==> config.mk <==
export PLATFORM = sky130hd
export DESIGN_NAME = dmc_startup_ctrl
export DESIGN_NICKNAME = d
export VERILOG_FILES = /design/src/core/dmc_pkg.sv /design/src/core/dmc_startup_ctrl.sv /design/src/core/dmc_ratio_meter.sv
export SDC_FILE = /design/constraint.sdc
export NUM_CORES = 1
export LEC_CHECK = 0
export ABC_AREA = 1
export ABC_CLOCK_PERIOD_IN_PS = 5100
export BUFFER_PORTS_ARGS = -buffer_cell sky130_fd_sc_hd__buf_2
export CORE_MARGIN = 2
export CORE_UTILIZATION = 57
export DETAILED_ROUTE_END_ITERATION = 7
export GPL_TIMING_DRIVEN = 0
export PLACE_DENSITY = 0.91
export RECOVER_POWER = 100
export SYNTH_ARGS = -nofsm -noshare
export SYNTH_HDL_FRONTEND = slang
export SYNTH_SLANG_ARGS = --single-unit
==> constraint.sdc <==
create_clock -name clk -period 5.1 [get_ports clk]
set_clock_uncertainty 0.05 [all_clocks]
set_input_delay 0.255 -clock clk [delete_from_list [all_inputs] [get_ports clk]]
set_output_delay 0.255 -clock clk [all_outputs]
set_load 0.01 [all_outputs]
==> src/core/dmc_pkg.sv <==
/*
  Shared constants and types for the mode, clock-ratio and start-up control.
  Assumes a single 50 MHz system clock that also measures frame periods.
*/
package dmc_pkg;

  // ----------------------------------------------------------------
  // Speed modes and formats
  // ----------------------------------------------------------------
  typedef enum logic [1:0] {
    SPD_SINGLE,
    SPD_DOUBLE,
    SPD_QUAD,
    SPD_RSVD
  } dmc_speed_t;

  localparam logic [2:0] FMT_LJ24 = 3'h0;
  localparam logic [2:0] FMT_I2S24 = 3'h1;
  localparam logic [2:0] FMT_RJ16 = 3'h2;
  localparam logic [2:0] FMT_RJ24 = 3'h3;

  localparam logic [1:0] DEEMPH_NONE = 2'h0;
  localparam logic [1:0] DEEMPH_441 = 2'h1;

  // Oversampling ratios per speed mode
  localparam logic [7:0] OSR_SINGLE = 8'h80;
  localparam logic [7:0] OSR_DOUBLE = 8'h40;
  localparam logic [7:0] OSR_QUAD = 8'h20;

  // Upper sample-rate limits in Hz
  localparam int RATE_SINGLE_HZ = 50000;
  localparam int RATE_DOUBLE_HZ = 100000;
  localparam int RATE_QUAD_HZ = 200000;

  // ----------------------------------------------------------------
  // Start-up timing and reset values
  // ----------------------------------------------------------------
  localparam int STARTUP_CYCLES = 262144;
  // Last settle edge count; mute pins need two edges to cross the sync
  localparam logic [1:0] SETTLE_LAST = 2'h2;
  localparam int RATIO_W = 12;
  localparam int VOL_W = 11;
  // Attenuation in eighth-dB steps at full mute
  localparam logic [10:0] VOL_MUTE = 11'h7FF;
  localparam logic [10:0] VOL_ZERO = 11'h000;
  localparam logic [1:0] MUTEP_AUTO = 2'h0;
  localparam logic [1:0] MUTEP_LOW = 2'h2;
  localparam logic [1:0] MUTEP_HIGH = 2'h3;

endpackage : dmc_pkg

==> src/core/dmc_startup_ctrl.sv <==
/*
  Speed-mode, format, mute-polarity and start-up sequencing for a stereo
  converter. Strap pins and mute pins are asynchronous and resynchronised;
  control bits arrive on plain ports from a control-port block on clk.
*/
// Function
// - Single speed accepts up to 50 kHz, oversamples 128x.
// - Double speed accepts up to 100 kHz, oversamples 64x.
// - Quad speed accepts up to 200 kHz, oversamples 32x.
// - Works at any phase between master clock and frame clock.
// - Single speed ratios 256/384/512; 768/1024/1152 need divider.
// - Double speed ratios 128..384; 512 needs divider.
// - Divided ratios only in register-configured mode.
// - Pin mode format straps decode to four fixed formats.
// - Pin mode speed straps decode speed and 44.1 kHz de-emphasis.
// - Pin mode forces auto-mute, auto polarity, fast filter.
// - Pin mode ramps volume from mute in eighth-dB per frame.
// - Pin mode disables divider, slow filter, volume and extra features.
// - Reset returns all control settings to defaults.
// - After reset wait about 2^18 clocks, then start pin mode.
// - Port enable before timeout halts pin start and reloads defaults.
// - Power-down held loads settings; clearing it starts power-up.
// - Missing port enable starts pin mode from current straps.
// - Register mode takes speed and format from register fields.
// - Mute polarity override replaces detected polarity.
// - Filter select bit picks fast or slow filter in any speed.
// - Mute pin levels sampled at reset release set mute polarity.
module dmc_startup_ctrl
  import dmc_pkg::*;
#(
  parameter int STARTUP = dmc_pkg::STARTUP_CYCLES
) (
  input  wire logic             clk,
  input  wire logic             resetn,
  input  wire logic             frameClock,
  input  wire logic [3:0]       strapPins,
  input  wire logic [1:0]       muteSense,
  input  wire logic             portEnableBit,
  input  wire logic             powerDownBit,
  input  wire logic [1:0]       speedModeField,
  input  wire logic [2:0]       formatField,
  input  wire logic [1:0]       deemphField,
  input  wire logic [1:0]       mutePolarityOverride,
  input  wire logic             filterSelect,
  input  wire logic             masterClockDivideByTwo,
  input  wire logic             masterClockDivideByThree,
  input  wire logic [dmc_pkg::VOL_W-1:0] volumeField,
  input  wire logic             zeroData,
  output logic                  registerMode,
  output logic                  running,
  output logic                  regDefaultsLoad,
  output logic      [1:0]       speedMode,
  output logic      [7:0]       oversampleRatio,
  output logic      [2:0]       audioFormat,
  output logic      [1:0]       deemphasis,
  output logic                  slowFilter,
  output logic                  masterClockDivider,
  output logic      [dmc_pkg::VOL_W-1:0] attenuation,
  output logic      [dmc_pkg::RATIO_W-1:0] clockRatio,
  output logic                  ratioValid,
  output logic      [1:0]       muteControlOutput,
  output logic      [1:0]       muteControlOe
);
  import dmc_pkg::*;

  // ----------------------------------------------------------------
  // Synchronisers
  // ----------------------------------------------------------------
  logic [6:0] syncA;
  logic [6:0] syncB;
  logic       frameLast;
  wire        frameSync = syncB[0];
  wire  [3:0] strapSync = syncB[4:1];
  wire  [1:0] muteSync  = syncB[6:5];
  wire        frameEdge = frameSync & ~frameLast;

  always_ff @(posedge clk or negedge resetn) begin
    if (!resetn) begin
      syncA     <= '0;
      syncB     <= '0;
      frameLast <= 1'b0;
    end else begin
      syncA     <= {muteSense, strapPins, frameClock};
      syncB     <= syncA;
      frameLast <= frameSync;
    end
  end

  // ----------------------------------------------------------------
  // Start-up sequencer
  // ----------------------------------------------------------------
  typedef enum logic [2:0] {
    ST_SETTLE,
    ST_WAIT,
    ST_PIN_RUN,
    ST_REG_HOLD,
    ST_REG_RUN
  } dmc_state_t;

  dmc_state_t state;
  dmc_state_t next_state;
  logic [1:0]  settleCount;
  logic        settleDone;
  logic [18:0] waitCount;
  logic        waitDone;
  logic [1:0]  polarity;

  // Mute pin levels reach syncB only two edges after release
  assign settleDone = (settleCount == SETTLE_LAST);
  assign waitDone = (waitCount == 19'(STARTUP - 1));

  always_comb begin
    next_state = state;
    unique case (state)
      // Wait until the mute pin levels have crossed the synchroniser
      ST_SETTLE: begin
        if (settleDone) begin
          next_state = ST_WAIT;
        end
      end
      ST_WAIT: begin
        if (portEnableBit) begin
          next_state = ST_REG_HOLD;
        end else if (waitDone) begin
          next_state = ST_PIN_RUN;
        end
      end
      ST_PIN_RUN: begin
        // Late enable still works, but may click
        if (portEnableBit) begin
          next_state = ST_REG_HOLD;
        end
      end
      ST_REG_HOLD: begin
        if (!powerDownBit) begin
          next_state = ST_REG_RUN;
        end
      end
      ST_REG_RUN: begin
        if (powerDownBit) begin
          next_state = ST_REG_HOLD;
        end
      end
    endcase
  end

  always_ff @(posedge clk or negedge resetn) begin
    if (!resetn) begin
      state           <= ST_SETTLE;
      settleCount     <= '0;
      waitCount       <= '0;
      regDefaultsLoad <= 1'b1;
      polarity        <= 2'h0;
    end else begin
      state           <= next_state;
      // Pulses with the first cycle of registerMode; a power-down return
      // to the hold state keeps the host's settings
      regDefaultsLoad <= (state == ST_REG_HOLD) && !registerMode;
      if (state == ST_SETTLE && !settleDone) begin
        settleCount <= settleCount + 2'h1;
      end
      if (state == ST_WAIT && !waitDone) begin
        waitCount <= waitCount + 19'h0_0001;
      end
      if (state == ST_SETTLE && settleDone) begin
        polarity <= muteSync;
      end
    end
  end

  // ----------------------------------------------------------------
  // Configuration selection
  // ----------------------------------------------------------------
  wire pinMode = (state == ST_PIN_RUN);
  wire regMode = (state == ST_REG_HOLD) || (state == ST_REG_RUN);
  wire [1:0] pinSpeed = strapSync[3] ? (strapSync[2] ? 2'h2 : 2'h1)
                                     : 2'h0;
  wire [1:0] pinDeemph = (strapSync[3:2] == 2'h1) ? DEEMPH_441
                                                   : DEEMPH_NONE;
  wire [2:0] pinFormat = {1'b0, strapSync[1:0]};
  wire [1:0] selSpeed = regMode ? speedModeField : pinSpeed;
  wire [2:0] selFormat = regMode ? formatField : pinFormat;
  wire [1:0] selDeemph = regMode ? deemphField : pinDeemph;
  wire selSlow = regMode & filterSelect;
  wire selDiv = regMode & (masterClockDivideByTwo |
                           masterClockDivideByThree);
  wire [7:0] selOsr = (selSpeed == 2'h0) ? OSR_SINGLE :
                      (selSpeed == 2'h1) ? OSR_DOUBLE :
                                           OSR_QUAD;

  // ----------------------------------------------------------------
  // Clock-ratio check
  // ----------------------------------------------------------------
  logic [RATIO_W-1:0] ratioMeas;
  logic               ratioOkMeas;

  dmc_ratio_meter #(
    .W          (RATIO_W)
  ) u_meter (
    .clk        (clk),
    .resetn     (resetn),
    .frameEdge  (frameEdge),
    .speed      (selSpeed),
    .divEnable  (selDiv),
    .ratio      (ratioMeas),
    .ratioValid (ratioOkMeas)
  );

  // ----------------------------------------------------------------
  // Soft ramp and mute
  // ----------------------------------------------------------------
  logic [1:0] lastSpeed;
  wire active = pinMode || (state == ST_REG_RUN);
  wire modeChange = (selSpeed != lastSpeed);
  // A new frame length is a clock mode change as well
  wire ratioChange = (ratioMeas != clockRatio);
  wire restart = !active || modeChange || ratioChange;
  // Register mode uses the host volume; pin mode has none
  wire [VOL_W-1:0] target = regMode ? volumeField : VOL_ZERO;
  wire stepDown = frameEdge && (attenuation > target);
  wire stepUp = frameEdge && (attenuation < target);
  wire [VOL_W-1:0] next_attenuation = restart  ? VOL_MUTE :
                                      stepDown ? attenuation - 11'h001 :
                                      stepUp   ? attenuation + 11'h001 :
                                                 attenuation;
  wire autoMute = pinMode ? zeroData : 1'b0;
  wire muteNow = !active || autoMute || !ratioOkMeas;
  wire [1:0] effPol = (regMode && mutePolarityOverride[1])
                      ? {2{mutePolarityOverride[0]}} : polarity;
  // Pins float during settle so the bias can be sampled
  wire [1:0] next_muteOe = (state == ST_SETTLE) ? 2'h0 : 2'h3;
  wire [1:0] next_muteOut;

  // ----------------------------------------------------------------
  // Per-channel mute drive
  // ----------------------------------------------------------------
  // Muted drives effPol (the sampled bias level or the register override), playing drives its inverse
  for (genvar ch = 0; ch < 2; ch++) begin : g_mute
    assign next_muteOut[ch] = muteNow ? effPol[ch] : ~effPol[ch];
  end

  // ----------------------------------------------------------------
  // Configuration outputs
  // ----------------------------------------------------------------
  always_ff @(posedge clk or negedge resetn) begin
    if (!resetn) begin
      speedMode          <= 2'h0;
      oversampleRatio    <= OSR_SINGLE;
      audioFormat        <= FMT_LJ24;
      deemphasis         <= DEEMPH_NONE;
      slowFilter         <= 1'b0;
      masterClockDivider <= 1'b0;
      lastSpeed          <= 2'h0;
    end else begin
      speedMode          <= selSpeed;
      oversampleRatio    <= selOsr;
      audioFormat        <= selFormat;
      deemphasis         <= selDeemph;
      slowFilter         <= selSlow;
      masterClockDivider <= selDiv;
      lastSpeed          <= selSpeed;
    end
  end

  // ----------------------------------------------------------------
  // Status, ramp and mute outputs
  // ----------------------------------------------------------------
  always_ff @(posedge clk or negedge resetn) begin
    if (!resetn) begin
      registerMode <= 1'b0;
      running      <= 1'b0;
      clockRatio   <= '0;
      ratioValid   <= 1'b0;
    end else begin
      registerMode <= regMode;
      running      <= active;
      clockRatio   <= ratioMeas;
      ratioValid   <= ratioOkMeas;
    end
  end

  always_ff @(posedge clk or negedge resetn) begin
    if (!resetn) begin
      attenuation <= VOL_MUTE;
    end else begin
      attenuation <= next_attenuation;
    end
  end

  always_ff @(posedge clk or negedge resetn) begin
    if (!resetn) begin
      muteControlOutput <= 2'h0;
      muteControlOe     <= 2'h0;
    end else begin
      muteControlOutput <= next_muteOut;
      muteControlOe     <= next_muteOe;
    end
  end

endmodule : dmc_startup_ctrl

==> src/core/dmc_ratio_meter.sv <==
/*
  Counts system clocks per frame-clock period and judges the ratio.
  Assumes the frame clock edge input is a clean one-cycle pulse.
*/
module dmc_ratio_meter
  import dmc_pkg::*;
#(
  parameter int W = dmc_pkg::RATIO_W
) (
  input  wire logic             clk,
  input  wire logic             resetn,
  input  wire logic             frameEdge,
  input  wire logic [1:0]       speed,
  input  wire logic             divEnable,
  output logic      [W-1:0]     ratio,
  output logic                  ratioValid
);

  logic [W-1:0] count;
  logic         ok;

  function automatic logic ratioOk(input logic [W-1:0] r,
                                   input logic [1:0] s,
                                   input logic d);
    case (s)
      2'h0: ratioOk = (r == W'(256)) || (r == W'(384)) || (r == W'(512))
        || (d && ((r == W'(768)) || (r == W'(1024)) || (r == W'(1152))));
      2'h1: ratioOk = (r == W'(128)) || (r == W'(192)) || (r == W'(256))
        || (r == W'(384)) || (d && (r == W'(512)));
      2'h2: ratioOk = (r == W'(96)) || (r == W'(128)) || (r == W'(192))
        || (d && ((r == W'(64)) || (r == W'(256))));
      default: ratioOk = 1'b0;
    endcase
  endfunction : ratioOk

  assign ok = ratioOk(count + W'(1), speed, divEnable);

  always_ff @(posedge clk or negedge resetn) begin
    if (!resetn) begin
      count      <= '0;
      ratio      <= '0;
      ratioValid <= 1'b0;
    end else if (frameEdge) begin
      // Any phase between clocks is tolerated: only period length matters
      count      <= '0;
      ratio      <= count + W'(1);
      ratioValid <= ok;
    end else if (count != '1) begin
      count <= count + W'(1);
    end
  end

endmodule : dmc_ratio_meter

After elaboration in Yosys (flattened, before gate mapping) --
Cells that the tools add are included. W data, S select, Z words.
Cells by class: bitwise operators 7, muxes and demuxes 27, add/subtract/negate cells 5, eq/ne operators 27, reduce and logical (&&, ||, !) cells 39, magnitude comparators 2
Operators by type and width (count):
- $mux W11 | 4
- $eq A12 B10 Y1 const B | 2
- $eq A12 B11 Y1 const B | 2
- $eq A12 B7 Y1 const B | 2
- $eq A12 B8 Y1 const B | 2
- $eq A12 B9 Y1 const B | 2
- $mux W12 | 2
- $mux W3 | 7
- $add A19 B1 Y19 const B | 1
- $eq A19 B18 Y1 const B | 1
- $logic_or A1 B1 Y1 | 19
- $pmux W3 S5 | 1
- $add A12 B1 Y12 const B | 1
- $mux W2 | 6
- $ne A12 B12 Y1 | 1
- $ne A12 B12 Y1 const B | 1
- $add A11 B1 Y11 const B | 1
- $gt A11 B11 Y1 | 1
- $lt A11 B11 Y1 | 1
- $sub A11 B1 Y11 const B | 1
- $logic_and A1 B1 Y1 | 10
- $mux W8 | 1
- $ne A2 B2 Y1 const B | 4
- $mux W7 | 1
- other kinds (19) | 33
Storage, ports and cells: flip-flop bits (word level) 114, logic and storage cells 131

Longest topological paths before layout --
word-level depth 8, mapped depth 26

Modules after synthesis --
Synthesis repeated with hierarchy kept, for this count alone.
Second synthesis, totals: cells, all modules 697, area, all modules 5714.2 µm²
By module, submodules not included:
- dmc_startup_ctrl | cells each 517, times used 1, area each 4300.4 µm²
- dmc_ratio_meter | cells each 180, times used 1, area each 1413.9 µm²

Worst setup path before layout --
No wires, ideal clock.
kind register to register, start point register state[0], end point register attenuation[8] (netlist name), required time 4.974 ns, path slack 1.458 ns, path buffers 1, setup time 0.076 ns, clock period less this slack 3.642 ns, cell stages (with the launch flop) 27, arrival 3.516 ns, path through dfrtp_1 -> nor2_2 -> nand2_2 -> inv_2 -> nor2_8 -> inv_1 -> buf_1 -> nand2_1 -> ha_1 -> nand2_1 -> nor2_1 -> nand4_1 -> inv_1 -> nand2_1 -> nand3_1 -> nand2_1 -> inv_1 -> ha_1 -> a21oi_1 -> o21ai_0 -> a21oi_1 -> nor2_1 -> nor2_1 -> xor2_1 -> nand2_1 -> o21ai_1 -> inv_1
On the way: longest elaborated chain between the ends 7, elaborated cells on any way between the ends 18, classes of those cells order compare: 2; eq/ne: 4; mux: 4; reduce/logical: 8
RTL lines:
- from (decl) | RTL line dmc_startup_ctrl.sv:100 | dmc_state_t state;
- from (signal assigned) | RTL line dmc_startup_ctrl.sv:155 | state <= next_state;
- $eq A3 B2 Y1 / $eq A3 B3 Y1 (equally long branches) | RTL line dmc_startup_ctrl.sv:175 | wire regMode = (state == ST_REG_HOLD) || (state == ST_REG_RUN);
- $logic_or A1 B1 Y1 * | RTL line dmc_startup_ctrl.sv:175
- via regMode | RTL line dmc_startup_ctrl.sv:175
- $mux W11 / $mux W2 (equally long branches) | RTL line dmc_startup_ctrl.sv:219, dmc_startup_ctrl.sv:181
- $gt A11 B11 Y1 / $ne A2 B2 Y1 (equally long branches) | RTL line dmc_startup_ctrl.sv:220, dmc_startup_ctrl.sv:214
- $logic_and A1 B1 Y1 / $logic_or A1 B1 Y1 (equally long branches) | RTL line dmc_startup_ctrl.sv:220, dmc_startup_ctrl.sv:217
- $mux W11 / $logic_or A1 B1 Y1 (equally long branches) | RTL line dmc_startup_ctrl.sv:223, dmc_startup_ctrl.sv:217
- $mux W11 / $reduce_bool A3 Y1 (equally long branches)
- to (signal assigned) | RTL line dmc_startup_ctrl.sv:286 | attenuation <= next_attenuation;
- to (decl) | RTL line dmc_startup_ctrl.sv:58 | output logic [dmc_pkg::VOL_W-1:0] attenuation,
The timed path passes the listed nets; every way through them passes the cells marked *. A chain may end at the register's enable or synchronous reset.

Final worst setup path --
start point register state[2], end point register attenuation[8] (netlist name)
On the way: longest elaborated chain between the ends 7, elaborated cells on any way between the ends 18, classes of those cells order compare: 2; eq/ne: 4; mux: 4; reduce/logical: 8
RTL lines (RTL line):
- $eq A3 B2 Y1 / $eq A3 B3 Y1 (equally long branches) | dmc_startup_ctrl.sv:175, dmc_startup_ctrl.sv:213
- $logic_or A1 B1 Y1 | dmc_startup_ctrl.sv:175
- $mux W11 / $mux W2 (equally long branches) | dmc_startup_ctrl.sv:219, dmc_startup_ctrl.sv:181
- $gt A11 B11 Y1 / $ne A2 B2 Y1 (equally long branches) | dmc_startup_ctrl.sv:220, dmc_startup_ctrl.sv:214
- $logic_and A1 B1 Y1 / $logic_or A1 B1 Y1 (equally long branches) | dmc_startup_ctrl.sv:220, dmc_startup_ctrl.sv:217
- $mux W11 / $logic_or A1 B1 Y1 (equally long branches) | dmc_startup_ctrl.sv:223, dmc_startup_ctrl.sv:217
- $mux W11 / $reduce_bool A3 Y1 (equally long branches)
Parallel ways exist; a longest one is shown, timed or not.

==> summary.txt <==
Fmax = 0.218 GHz
Die Wd = 102 microns
Final core occ = 67.6%
CTS H-tree lvls = 3
RSZ-0062 raised after global routing = no
Post-DP HPWL = 9270 microns
Max Buffers Root-to-Sink = 2
CP top delay family = simple AND/OR/NAND/NOR gates
Die area = 10,400 sq um
Status = finished, violations left
Pre-CTS WS = 0.554 ns
Layout cells sized above 1 = 12.4%
Post-synth EDFFs = 0
Relative slew slack = -19.8%
Worst vdd ir = 0.000247 V
Main synth FF type = dfrtp_1
# fillers = 728
PortBufs = 77
Vias in the first global route = 4,643
GP Congestion = 0.917
CP Capture Type = register
Period utilization = 89.9%
Gate Count Post-Synth = 647
Final nets = 807
Initial antenna violation count = 0
Ys async rst share = 100%
Clock Sinks = 108
Area leader, netlist = dfrtp_1
Diode count = 0
Setup crit start kind = register
Mapped Area = 5500 sq um
Total CTS buffers = 9
Crit path buffers/inverters = 5
Yosys warns = 0
CP Max Fanout = 15
Slowest cell on crit path = inv_1
Core area = 9280 sq um
Residual DRC count = 0
Worst EP required = 5.38 ns
Commonest non-fill, non-tap cell in the layout = nand2_1
Vias = 4,746
Post-synth cell types = 43
Commonest non-fill, non-tap cells in the layout = 157 x nand2_1, 95 x dfrtp_1, 80 x inv_1, 61 x nor2_1, 47 x o21ai_0
CTS tree = done
Worst-Skew Late Latency = 0.38 ns
Hold Path Class = input pin to register
Setup TNS Final = 0 ns
Final std cells w/o fill = 881
DIE HEIGHT = 102 microns
GRT Total Usage = 25.7%
Routed WL per cell = 14.6 microns
Largest net degree at the start of global routing = 78
DRT Pass-1 Iters = 5
Post-Route WL = 12,900 microns
Pwr/cell area = 400 nW/um^2
Dominant cells by area after synthesis = dfrtp_1 43%, nand2_1 11%, dfstp_2 6.2%, ha_1 5.5%, inv_1 5.5%
Area Overhead vs Synth = 14.1%
CP max stage delay = 0.44 ns
Final Worst Setup Slack = 0.514 ns
Syn Area/Cell = 8.50 sq um
First-pass GRT wire length = 20,900 microns
Post-CTS Setup Bufs = 0
Tmin final = 4.59 ns
Fin. max-slew vios = 111
Final setup violation count = 0
Sequential fraction of the synthesis area = 49.5%
Io pins = 83
Placed insts = 858
Most Frequent Cell on Critical Path = nand2_1
Num rows = 35
# resized after CTS = 0
Leak pwr = 0.00306 uW
Post-DRT Antenna Nets = 0
Hold Vio Cnt, Final = 0
Max Cap Violations = 2
Initial drt markers = 345
Top cell type's share of synthesized area = 43.2%
Failing checks = max-capacitance violations, max-slew violations
Arr. time, crit path = 4.86 ns
CTS clk-pin slew, worst paths = 0.11 ns
WS Path Type = register to register
Root buf cell = clkbuf_8
Post-DR vias/cell = 5.39
Starting Density = 59.2%
Grt ovf = 0
Synth Register Bits = 108
Least-Margin Pin Slew = 1.80 ns
==> sequential cells by signal (all words and copies together) (netlist names), 3 cells and up <==
name,count
waitCount,19
audioFormat,3
oversampleRatio,3
syncA,7
state,3
syncB,7
u_meter.ratio,12
u_meter.count,12
clockRatio,12
attenuation,11
==> where the power goes <==
part           internal (uW)  switching, uW  leakage (uW)
Combinational            299            557       0.00161
Clock                    200            319     0.0000925
Sequential              1020            118       0.00136
==> cell type report <==
class                   count  area, sq um  share of cell area, %
clock inverters             6         55.1                  0.877
repair buffers             86          429                   6.84
flip-flops and latches    108         2720                   43.3
well taps                 129          161                   2.57
inverters                  89          334                   5.32
multi-input cells         441         2360                   37.7
clock buffers              10          138                   2.19
plain buffers              12         75.1                   1.20
==> synth_stat cells (2+ instances only) <==
| library cell | instances |
|---|---|
| or2_1 | 2 |
| xor2_1 | 19 |
| nand2_2 | 3 |
| nand3_1 | 34 |
| dfstp_2 | 13 |
| nand3b_1 | 4 |
| buf_4 | 6 |
| xnor2_1 | 15 |
| nand4_1 | 16 |
| nor4_1 | 2 |
| o21ai_0 | 39 |
| a21oi_1 | 17 |
| dfrtp_1 | 95 |
| mux2_2 | 2 |
| nor2_1 | 60 |
| inv_1 | 80 |
| inv_2 | 8 |
| nor2_2 | 5 |
| ha_1 | 24 |
| o21ai_2 | 2 |
| nand3_2 | 2 |
| nor3_1 | 10 |
| clkbuf_1 | 5 |
| nand2_1 | 157 |
| o21ai_1 | 9 |
==> worst register-to-register path, delay by kind of cell, from the launching register on <==
family / cells / cell delay (ns)
AO/OA/AOI/OAI: 4 / 0.63
XOR/XNOR: 1 / 0.17
adder cells (fa/ha/maj): 2 / 0.74
buffers and inverters: 5 / 1.02
flip-flops: 1 / 0.43
AND/OR/NAND/NOR: 13 / 1.50
==> path summary, 6_finish.rpt <==
check / from / endpoint / slack, ns / cells past startpoint
worst max-delay path: state[2] / attenuation[8] / 0.51 / 25
worst min-delay path: formatField[0] / audioFormat[0] / 0.01 / 3
worst max register to register: state[2] / attenuation[8] / 0.51 / 25
worst min register to register: syncA[0] / syncB[0] / 0.31 / 0
max in group asynchronous: resetn / masterClockDivider / 1.68 / 3
min in group asynchronous: resetn / waitCount[0] / 0.79 / 2
==> routing by layer <==
layer | vias up | share of wire (%) | global-route usage, % | routed length (microns)
met5 | - | 0 | 0 | 0
met3 | 23 | 5.2 | 4.38 | 674
met1 | 2275 | 39 | 30.1 | 5080
li1 | 2261 | - | - | -
met4 | 0 | 2.0 | 11.7 | 261
met2 | 187 | 53 | 46.3 | 6850
==> repair_timing <==
item,CTS,global route
hold buffers,8,0
endpoints found under the hold margin,35,0
endpoints found under the setup margin,0,2
==> cell families after synthesis <==
family	after synthesis	synth area share, %
AO/OA/AOI/OAI	75	7.47
adder cells (fa/ha/maj)	25	5.83
buffers and inverters	102	7.51
multiplexers	2	0.410
flip-flops	108	49.5
AND/OR/NAND/NOR	300	23.9
XOR/XNOR	34	5.42
other	1	0.0682
==> per-stage QoR <==
step / area, sq um / total power, uW / hold slack [ns]
2_1_floorplan: 5510 / 1720 / -0.0906
3_3_place_gp: 6060 / 1930 / 0.282
3_5_place_dp: 6090 / 2000 / 0.173
4_1_cts: 6360 / 2520 / 0.0140
5_1_grt: 6270 / 2660 / 0.00354
6_report: 6270 / 2510 / 0.0114
Note: power is estimated with default switching activity, not from simulation.
